`config.mk`:
```
export PLATFORM = sky130hd
export DESIGN_NAME = hps_slot_mux
export DESIGN_NICKNAME = d
export VERILOG_FILES = /design/src/hps_pkg.sv /design/src/hps_edge.sv /design/src/hps_slot_mux.sv
export VERILOG_INCLUDE_DIRS = /design/src /design/src/src
export SDC_FILE = /design/constraint.sdc
export NUM_CORES = 1
export LEC_CHECK = 0
export BUFFER_PORTS_ARGS = -buffer_cell sky130_fd_sc_hd__buf_2
export CAP_MARGIN = 25
export CORE_MARGIN = 2
export CORE_UTILIZATION = 46
export DETAILED_ROUTE_END_ITERATION = 6
export PLACE_DENSITY = 0.75
export SLEW_MARGIN = 10
export SYNTH_ARGS = -nofsm -noshare
export SYNTH_HDL_FRONTEND = slang
export SYNTH_SLANG_ARGS = --single-unit
```
`constraint.sdc`:
```
create_clock -name REF_CLK_I -period 0.81 [get_ports REF_CLK_I]
set_input_delay 0.162 -clock REF_CLK_I [delete_from_list [all_inputs] [get_ports REF_CLK_I]]
set_output_delay 0.162 -clock REF_CLK_I [all_outputs]
set_load 0.01 [all_outputs]
```
`src/hps_consts.svh`:
```
// Operation
// [RULE_01] Serial mode: shared pin samples presence bit one
// [RULE_02] Direct mode: open-drain fault, only while power valid
// [RULE_03] Clock switch enable resets off, latch-updated
// [RULE_04] Bus switch enable resets off, latch-updated
// [RULE_05] Direct mode: clock pin shows capability bit two
// [RULE_06] Direct mode: bus pin shows capability bit one
// [RULE_07] Mode chosen at power valid rising edge
// [RULE_08] System raises power valid after supplies good
// [RULE_09] Output undervoltage checks wait for both gates
// [RULE_10] Dropping power request clears latched fault
// [RULE_11] Direct mode: reset pin shows capability bit three
// [RULE_12] Switch enables change only at latch event; in direct mode the code reloads them from the capability bits every cycle
`ifndef HPS_CONSTS_SVH
`define HPS_CONSTS_SVH
`define HPS_CAP_BIT_ONE 1
`define HPS_CAP_BIT_TWO 2
`define HPS_CAP_BIT_THREE 3
`define HPS_SHIFT_CLK_BIT 0
`define HPS_SHIFT_BUS_BIT 1
`define HPS_SHIFT_RST_BIT 2
`define HPS_MODE_SERIAL 1'h0
`define HPS_MODE_DIRECT 1'h1
`endif

```
`src/hps_pkg.sv`:
```
package hps_pkg;
    typedef enum logic [0:0] {
        HPS_SERIAL = 1'b0,
        HPS_DIRECT = 1'b1
    } hps_mode_t;
endpackage : hps_pkg

```
`src/hps_edge.sv`:
```
`timescale 1ns/100ps
// Rise/fall detector: registered previous value, combinational outputs
module hps_edge (
    input wire logic clk_i,
    input wire logic rst_n_i,
    input wire logic sig_i,
    output logic rise_o,
    output logic fall_o
);
    logic prev_reg;

    always_ff @(posedge clk_i or negedge rst_n_i) begin
        if (!rst_n_i) begin
            prev_reg <= 1'b0;
        end else begin
            prev_reg <= sig_i;
        end
    end

    assign rise_o = sig_i & ~prev_reg;
    assign fall_o = ~sig_i & prev_reg;
endmodule : hps_edge

```
`src/hps_slot_mux.sv`:
```
`timescale 1ns/100ps
`include "hps_consts.svh"
module hps_slot_mux #(
    parameter int CAP_W = 4,
    parameter int SHIFT_W = 3
) (
    input wire logic REF_CLK_I,
    input wire logic NRST_I,
    input wire logic SYSTEM_POWER_VALID_I,
    input wire logic MODE_SELECT_I,
    input wire logic SHARED_PIN_I,
    output logic SHARED_PIN_O,
    output logic SHARED_PIN_OE_O,
    output logic SLOT_A_PRESENCE_BIT_ONE_O,
    input wire logic SHIFT_OUT_COMMAND_I,
    input wire logic [SHIFT_W-1:0] SHIFT_DATA_I,
    input wire logic LATCH_CONTROL_I,
    input wire logic [CAP_W-1:0] SLOT_A_CARD_CAPABILITY_I,
    input wire logic SLOT_A_AUX_FAULT_I,
    input wire logic SLOT_A_MAIN_FAULT_I,
    input wire logic SLOT_A_MAIN_POWER_REQUEST_I,
    input wire logic SLOT_A_12V_GATE_DRIVE_I,
    input wire logic SLOT_A_5V3V_GATE_DRIVE_I,
    output logic SLOT_A_CLOCK_SWITCH_EN_O,
    output logic SLOT_A_BUS_SWITCH_EN_O,
    output logic SLOT_A_RESET_PIN_O,
    output logic SLOT_A_MAIN_POWER_ON_O,
    output logic SLOT_A_OUTPUT_UV_ENABLE_O,
    output logic DIRECT_MODE_O
);
    // ----------------------------------------
    // Reset synchroniser
    // ----------------------------------------
    logic rst_meta_reg;
    logic rst_sync_reg;
    logic rst_n;

    always_ff @(posedge REF_CLK_I or negedge NRST_I) begin
        if (!NRST_I) begin
            rst_meta_reg <= 1'b0;
            rst_sync_reg <= 1'b0;
        end else begin
            rst_meta_reg <= 1'b1;
            rst_sync_reg <= rst_meta_reg;
        end
    end
    assign rst_n = rst_sync_reg;

    // ----------------------------------------
    // Mode selection
    // ----------------------------------------
    logic pg_rise;
    logic req_rise;
    logic req_fall;
    hps_pkg::hps_mode_t mode_reg;

    hps_edge u_pg_edge (
        .clk_i(REF_CLK_I),
        .rst_n_i(rst_n),
        .sig_i(SYSTEM_POWER_VALID_I),
        .rise_o(pg_rise),
        .fall_o()
    );

    hps_edge u_req_edge (
        .clk_i(REF_CLK_I),
        .rst_n_i(rst_n),
        .sig_i(SLOT_A_MAIN_POWER_REQUEST_I),
        .rise_o(req_rise),
        .fall_o(req_fall)
    );

    // Strap captured only at the edge, so later toggles are harmless
    always_ff @(posedge REF_CLK_I or negedge rst_n) begin
        if (!rst_n) begin
            mode_reg <= hps_pkg::HPS_SERIAL;
        end else if (pg_rise) begin
            mode_reg <= hps_pkg::hps_mode_t'(MODE_SELECT_I); // RULE_07
        end
    end

    logic direct;
    assign direct = (mode_reg == hps_pkg::HPS_DIRECT);
    assign DIRECT_MODE_O = direct;

    // ----------------------------------------
    // Serial shift latch
    // ----------------------------------------
    logic [SHIFT_W-1:0] shift_reg;
    logic [SHIFT_W-1:0] latched_reg;
    logic shift_valid_reg;

    always_ff @(posedge REF_CLK_I or negedge rst_n) begin
        if (!rst_n) begin
            shift_reg <= '0;
            shift_valid_reg <= 1'b0;
        end else if (SHIFT_OUT_COMMAND_I) begin
            shift_reg <= SHIFT_DATA_I;
            shift_valid_reg <= 1'b1;
        end else if (LATCH_CONTROL_I) begin
            shift_valid_reg <= 1'b0;
        end
    end

    // In serial mode pins move only on the latch, never mid-shift
    always_ff @(posedge REF_CLK_I or negedge rst_n) begin
        if (!rst_n) begin
            latched_reg <= '0; // RULE_03 RULE_04
        end else if (LATCH_CONTROL_I && shift_valid_reg) begin
            latched_reg <= shift_reg; // RULE_12
        end
    end

    // ----------------------------------------
    // Fault latch and power
    // ----------------------------------------
    logic fault_reg;
    logic power_reg;

    // Set wins over the clear from a dropping request
    always_ff @(posedge REF_CLK_I or negedge rst_n) begin
        if (!rst_n) begin
            fault_reg <= 1'b0;
        end else if (SLOT_A_AUX_FAULT_I || SLOT_A_MAIN_FAULT_I) begin
            fault_reg <= 1'b1;
        end else if (req_fall) begin
            fault_reg <= 1'b0; // RULE_10
        end
    end

    always_ff @(posedge REF_CLK_I or negedge rst_n) begin
        if (!rst_n) begin
            power_reg <= 1'b0;
        end else begin
            power_reg <= direct && SLOT_A_MAIN_POWER_REQUEST_I && !fault_reg; // RULE_10
        end
    end
    assign SLOT_A_MAIN_POWER_ON_O = power_reg;

    // ----------------------------------------
    // Pin muxing
    // ----------------------------------------
    logic clk_pin_reg;
    logic bus_pin_reg;
    logic rst_pin_reg;
    logic pres_reg;
    logic fault_drive_reg;
    logic uv_en_reg;

    always_ff @(posedge REF_CLK_I or negedge rst_n) begin
        if (!rst_n) begin
            clk_pin_reg <= 1'b0;
            bus_pin_reg <= 1'b0;
            rst_pin_reg <= 1'b0;
        end else if (direct) begin
            clk_pin_reg <= SLOT_A_CARD_CAPABILITY_I[`HPS_CAP_BIT_TWO]; // RULE_05
            bus_pin_reg <= SLOT_A_CARD_CAPABILITY_I[`HPS_CAP_BIT_ONE]; // RULE_06
            rst_pin_reg <= SLOT_A_CARD_CAPABILITY_I[`HPS_CAP_BIT_THREE]; // RULE_11
        end else begin
            clk_pin_reg <= latched_reg[`HPS_SHIFT_CLK_BIT]; // RULE_03
            bus_pin_reg <= latched_reg[`HPS_SHIFT_BUS_BIT]; // RULE_04
            rst_pin_reg <= latched_reg[`HPS_SHIFT_RST_BIT];
        end
    end

    always_ff @(posedge REF_CLK_I or negedge rst_n) begin
        if (!rst_n) begin
            pres_reg <= 1'b0;
        end else if (!direct) begin
            pres_reg <= SHARED_PIN_I; // RULE_01
        end
    end

    // Fault hidden while power valid is low; the system must not raise it early
    always_ff @(posedge REF_CLK_I or negedge rst_n) begin
        if (!rst_n) begin
            fault_drive_reg <= 1'b0;
        end else begin
            fault_drive_reg <= direct && SYSTEM_POWER_VALID_I && fault_reg; // RULE_02 RULE_08
        end
    end

    always_ff @(posedge REF_CLK_I or negedge rst_n) begin
        if (!rst_n) begin
            uv_en_reg <= 1'b0;
        end else begin
            uv_en_reg <= SLOT_A_12V_GATE_DRIVE_I && SLOT_A_5V3V_GATE_DRIVE_I; // RULE_09
        end
    end

    assign SLOT_A_CLOCK_SWITCH_EN_O = clk_pin_reg;
    assign SLOT_A_BUS_SWITCH_EN_O = bus_pin_reg;
    assign SLOT_A_RESET_PIN_O = rst_pin_reg;
    assign SLOT_A_PRESENCE_BIT_ONE_O = pres_reg;
    assign SHARED_PIN_O = 1'b0;
    assign SHARED_PIN_OE_O = fault_drive_reg; // RULE_02
    assign SLOT_A_OUTPUT_UV_ENABLE_O = uv_en_reg;

    // ----------------------------------------
    // Assertions
    // ----------------------------------------
    property p_mode_hold;
        @(posedge REF_CLK_I) disable iff (!rst_n) !pg_rise |=> $stable(mode_reg);
    endproperty
    a_mode_hold: assert property (p_mode_hold) else $error("Mode changed without power valid edge"); // RULE_07

    property p_mode_take;
        @(posedge REF_CLK_I) disable iff (!rst_n) pg_rise |=> mode_reg == $past(MODE_SELECT_I);
    endproperty
    a_mode_take: assert property (p_mode_take) else $error("Mode not captured at edge"); // RULE_07

    property p_latch_only;
        @(posedge REF_CLK_I) disable iff (!rst_n) !(LATCH_CONTROL_I && shift_valid_reg) |=> $stable(latched_reg);
    endproperty
    a_latch_only: assert property (p_latch_only) else $error("Latch moved without latch event"); // RULE_12

    property p_clk_serial;
        @(posedge REF_CLK_I) disable iff (!rst_n)
            !direct ##1 !direct |-> SLOT_A_CLOCK_SWITCH_EN_O == $past(latched_reg[`HPS_SHIFT_CLK_BIT]);
    endproperty
    a_clk_serial: assert property (p_clk_serial) else $error("Clock switch enable not from latch"); // RULE_03

    property p_bus_serial;
        @(posedge REF_CLK_I) disable iff (!rst_n)
            !direct ##1 !direct |-> SLOT_A_BUS_SWITCH_EN_O == $past(latched_reg[`HPS_SHIFT_BUS_BIT]);
    endproperty
    a_bus_serial: assert property (p_bus_serial) else $error("Bus switch enable not from latch"); // RULE_04

    property p_cap_two;
        @(posedge REF_CLK_I) disable iff (!rst_n)
            direct ##1 direct |-> SLOT_A_CLOCK_SWITCH_EN_O == $past(SLOT_A_CARD_CAPABILITY_I[`HPS_CAP_BIT_TWO]);
    endproperty
    a_cap_two: assert property (p_cap_two) else $error("Capability bit two wrong"); // RULE_05

    property p_cap_one;
        @(posedge REF_CLK_I) disable iff (!rst_n)
            direct ##1 direct |-> SLOT_A_BUS_SWITCH_EN_O == $past(SLOT_A_CARD_CAPABILITY_I[`HPS_CAP_BIT_ONE]);
    endproperty
    a_cap_one: assert property (p_cap_one) else $error("Capability bit one wrong"); // RULE_06

    property p_cap_three;
        @(posedge REF_CLK_I) disable iff (!rst_n)
            direct ##1 direct |-> SLOT_A_RESET_PIN_O == $past(SLOT_A_CARD_CAPABILITY_I[`HPS_CAP_BIT_THREE]);
    endproperty
    a_cap_three: assert property (p_cap_three) else $error("Capability bit three wrong"); // RULE_11

    property p_fault_gate;
        @(posedge REF_CLK_I) disable iff (!rst_n) SHARED_PIN_OE_O |-> $past(SYSTEM_POWER_VALID_I) && $past(direct);
    endproperty
    a_fault_gate: assert property (p_fault_gate) else $error("Fault driven outside direct power valid"); // RULE_02

    property p_uv_gate;
        @(posedge REF_CLK_I) disable iff (!rst_n)
            SLOT_A_OUTPUT_UV_ENABLE_O |-> $past(SLOT_A_12V_GATE_DRIVE_I) && $past(SLOT_A_5V3V_GATE_DRIVE_I);
    endproperty
    a_uv_gate: assert property (p_uv_gate) else $error("Undervoltage check enabled early"); // RULE_09

    property p_fault_clear;
        @(posedge REF_CLK_I) disable iff (!rst_n)
            req_fall && !SLOT_A_AUX_FAULT_I && !SLOT_A_MAIN_FAULT_I |=> !fault_reg;
    endproperty
    a_fault_clear: assert property (p_fault_clear) else $error("Fault not cleared by request drop"); // RULE_10

    property p_pres;
        @(posedge REF_CLK_I) disable iff (!rst_n) !direct && $past(rst_n) |=> pres_reg == $past(SHARED_PIN_I);
    endproperty
    a_pres: assert property (p_pres) else $error("Presence bit not sampled"); // RULE_01
endmodule : hps_slot_mux

```
==> flow_summary.json <==
{
  "setup_ws_ns": -0.186,
  "dpl.cell_count": 88,
  "nNetsFinal": 100,
  "routed_wl_mm": 1.09,
  "finalSetupViolations": 19,
  "fin_cells": 96,
  "p_leak_nw": 0.522,
  "synth_compound_area_frac": 0.0234,
  "fillers": 123,
  "max_freq_mhz": 1000,
  "path_max_fanout": 2,
  "hold_class": "in2reg",
  "rows": 14,
  "drcViolationCount": 0,
  "rsz0062_at_grt": "yes",
  "yosysTopAreaCell": "dfrtp_1",
  "tns_ns": -2.68,
  "yosys.area_share.xor_xnor": 0,
  "drt_iter0_markers": 2,
  "antenna_found_initial": 0,
  "synth_edf_count": 0,
  "cts_tree": "done",
  "worstSetupEndpointType": "output port",
  "synth_most_common_cell": "dfrtp_1",
  "antenna_left": 0,
  "ys_seq_elements": 20,
  "min_period_over_period": 1.23,
  "syn_area_um2": 748,
  "status": "finished with violations",
  "crit_buf_inv": 1,
  "core_um2": 1520,
  "post_drt_wl_per_cell_um": 11.4,
  "synthCells": 45,
  "grt_usage": 0.140,
  "io_pins": 28,
  "maxSlewViolCount": 0,
  "avgSynthCellArea_um2": 16.6,
  "place_congestion": 0.632,
  "path_cells": "buf_6",
  "cts_buffers": 3,
  "ys_top_cells_by_count": "dfrtp_1 (20), mux2_4 (8), mux2_2 (3)",
  "clk_pin_slew_ns": 0.10,
  "max_stage_delay_ns": 0.42,
  "muxShareOfSynthArea": 0.206,
  "vias_per_cell": 4.67,
  "hpwl_um": 791,
  "synth_adder_area_share": 0,
  "synth_top_family_by_area": "multiplexers",
  "yosysWarnings": 0,
  "crit_required_ns": 0.65,
  "critPathSlowestCell": "dfrtp_2",
  "start_util": 0.491,
  "synthSimpleGateAreaFrac": 0.0619,
  "synth_top_cell_area_share": 0.669,
  "ys_top_cells_by_area": "dfrtp_1 (67%), mux2_4 (16%), mux2_2 (4.5%)",
  "dieArea_um2": 1970,
  "worst_clock_skew_ns": 0.00314,
  "synthFlopType": "dfrtp_1",
  "mappedNetlistNets": 64,
  "max-vdd-ir-drop_v": 0.00163,
  "dr.pass1.iters": 2,
  "async_flop_share": 1.00,
  "cts_root_buffer": "clkbuf_4",
  "worst-endpoint-arrival_ns": 0.83,
  "die_x_um": 44.3,
  "io_buffers": 25,
  "power_density_nw_per_um2": 2140,
  "grt_pass1_vias": 465,
  "synth_cell_types": 16,
  "vias": 448,
  "path_class": "reg2out",
  "drive_above_1_share": 0.638,
  "grt_max_degree": 14,
  "hold_violations": 0,
  "power_mw": 2.13,
  "n_antenna_cell": 0,
  "fp.dieH_um": 44.3,
  "grt_overflow_total": 0,
  "critPathLaunchType": "register",
  "cts.path.max_buffers": 2,
  "ys_seq_area_frac": 0.669,
  "multiInputGateArea_um2": 225,
  "area_growth_pct": 32.8,
  "violations": "setup timing",
  "seqCellArea_um2": 502,
  "dp_slack_ns": -0.153,
  "worstSkewPairLatency_ns": 0.29,
  "cts.htree.levels": 1,
  "grt_pass1_wl_mm": 1.90,
  "max_cap_viol_count": 0,
  "cts.sink_count": 20,
  "crit_family": "flip-flops",
  "min_period_ns": 0.996
}
-- layout by cell type, fill, tap and decap left out --
cell type      count
buf_12             1
dfrtp_2            1
inv_1              1
dlygate4sd3_1      1
clkbuf_4           3
a21o_2             1
clkbuf_8           1
buf_4              6
nand2b_1           1
dfrtp_1           19
nor2b_4            1
mux2_4             8
buf_2             24
mux2_2             3
buf_6              1
a211o_1            1
and3_1             1
and2_1             1
nand2_1            1
conb_1             2
nor2_1             1
nand2_2            1
-- layout make-up --
type / count / share of cell area
sequential: 20 / 0.505
tap: 16 / 0.0202
timing repair buffer: 33 / 0.208
clock buffer: 4 / 0.0365
multi-input combinational: 22 / 0.227
inverter: 1 / 0.00378
-- logic make-up after synthesis --
kind of cell    count (synthesis)
compound gates                  2
buf+inv                         3
flops                          20
mux                            11
other cells                     2
simple gates                    7
-- per-layer routing --
metal	GRT usage	vias to the layer above	share of wire
met2	0.271	22	0.55
met4	0.0182	0	0
li1	-	217	-
met5	0	-	0
met1	0.133	209	0.35
met3	0.0735	0	0.10
-- report_power, final --
group	total (mW)	internal [mW]	switching [mW]
clock network	0.555	0.274	0.281
registers	1.17	1.11	0.0546
logic	0.403	0.266	0.137
total	2.13	1.65	0.473
-- metrics by stage --
step	hold slack (ns)	util	cell area [µm²]
floorplan	-0.134	-	748
global placement	-0.0509	0.602	917
detailed placement	-0.0494	0.602	917
CTS	0.0464	0.647	986
global route	0.0473	0.652	993
finish	0.0523	0.652	993
-- timing repair --
| item | CTS | global route |
|---|---|---|
| hold endpoints to repair | 2 | 0 |
| endpoints found under the setup margin | 18 | 18 |
| hold buffers | 1 | 0 |
| pin swaps | 0 | 1 |
| cloned | 0 | 0 |
| buffers inserted | 2 | 1 |
| resized for setup | 2 | 0 |
-- path summary, 6_finish.rpt --
check | from | to | slack (ns) | depth (start not counted)
min reg2reg | rst_n | SLOT_A_OUTPUT_UV_ENABLE_O | 0.12 | 0
max in group asynchronous | rst_n | DIRECT_MODE_O | 0.33 | 1
min in group asynchronous | rst_n | SLOT_A_OUTPUT_UV_ENABLE_O | 0.12 | 0
min | SLOT_A_AUX_FAULT_I | fault_reg | 0.05 | 2
max reg2reg | DIRECT_MODE_O | SLOT_A_PRESENCE_BIT_ONE_O | -0.18 | 2
max | DIRECT_MODE_O | DIRECT_MODE_O | -0.19 | 1
Note: power is estimated with default switching activity, not from simulation.
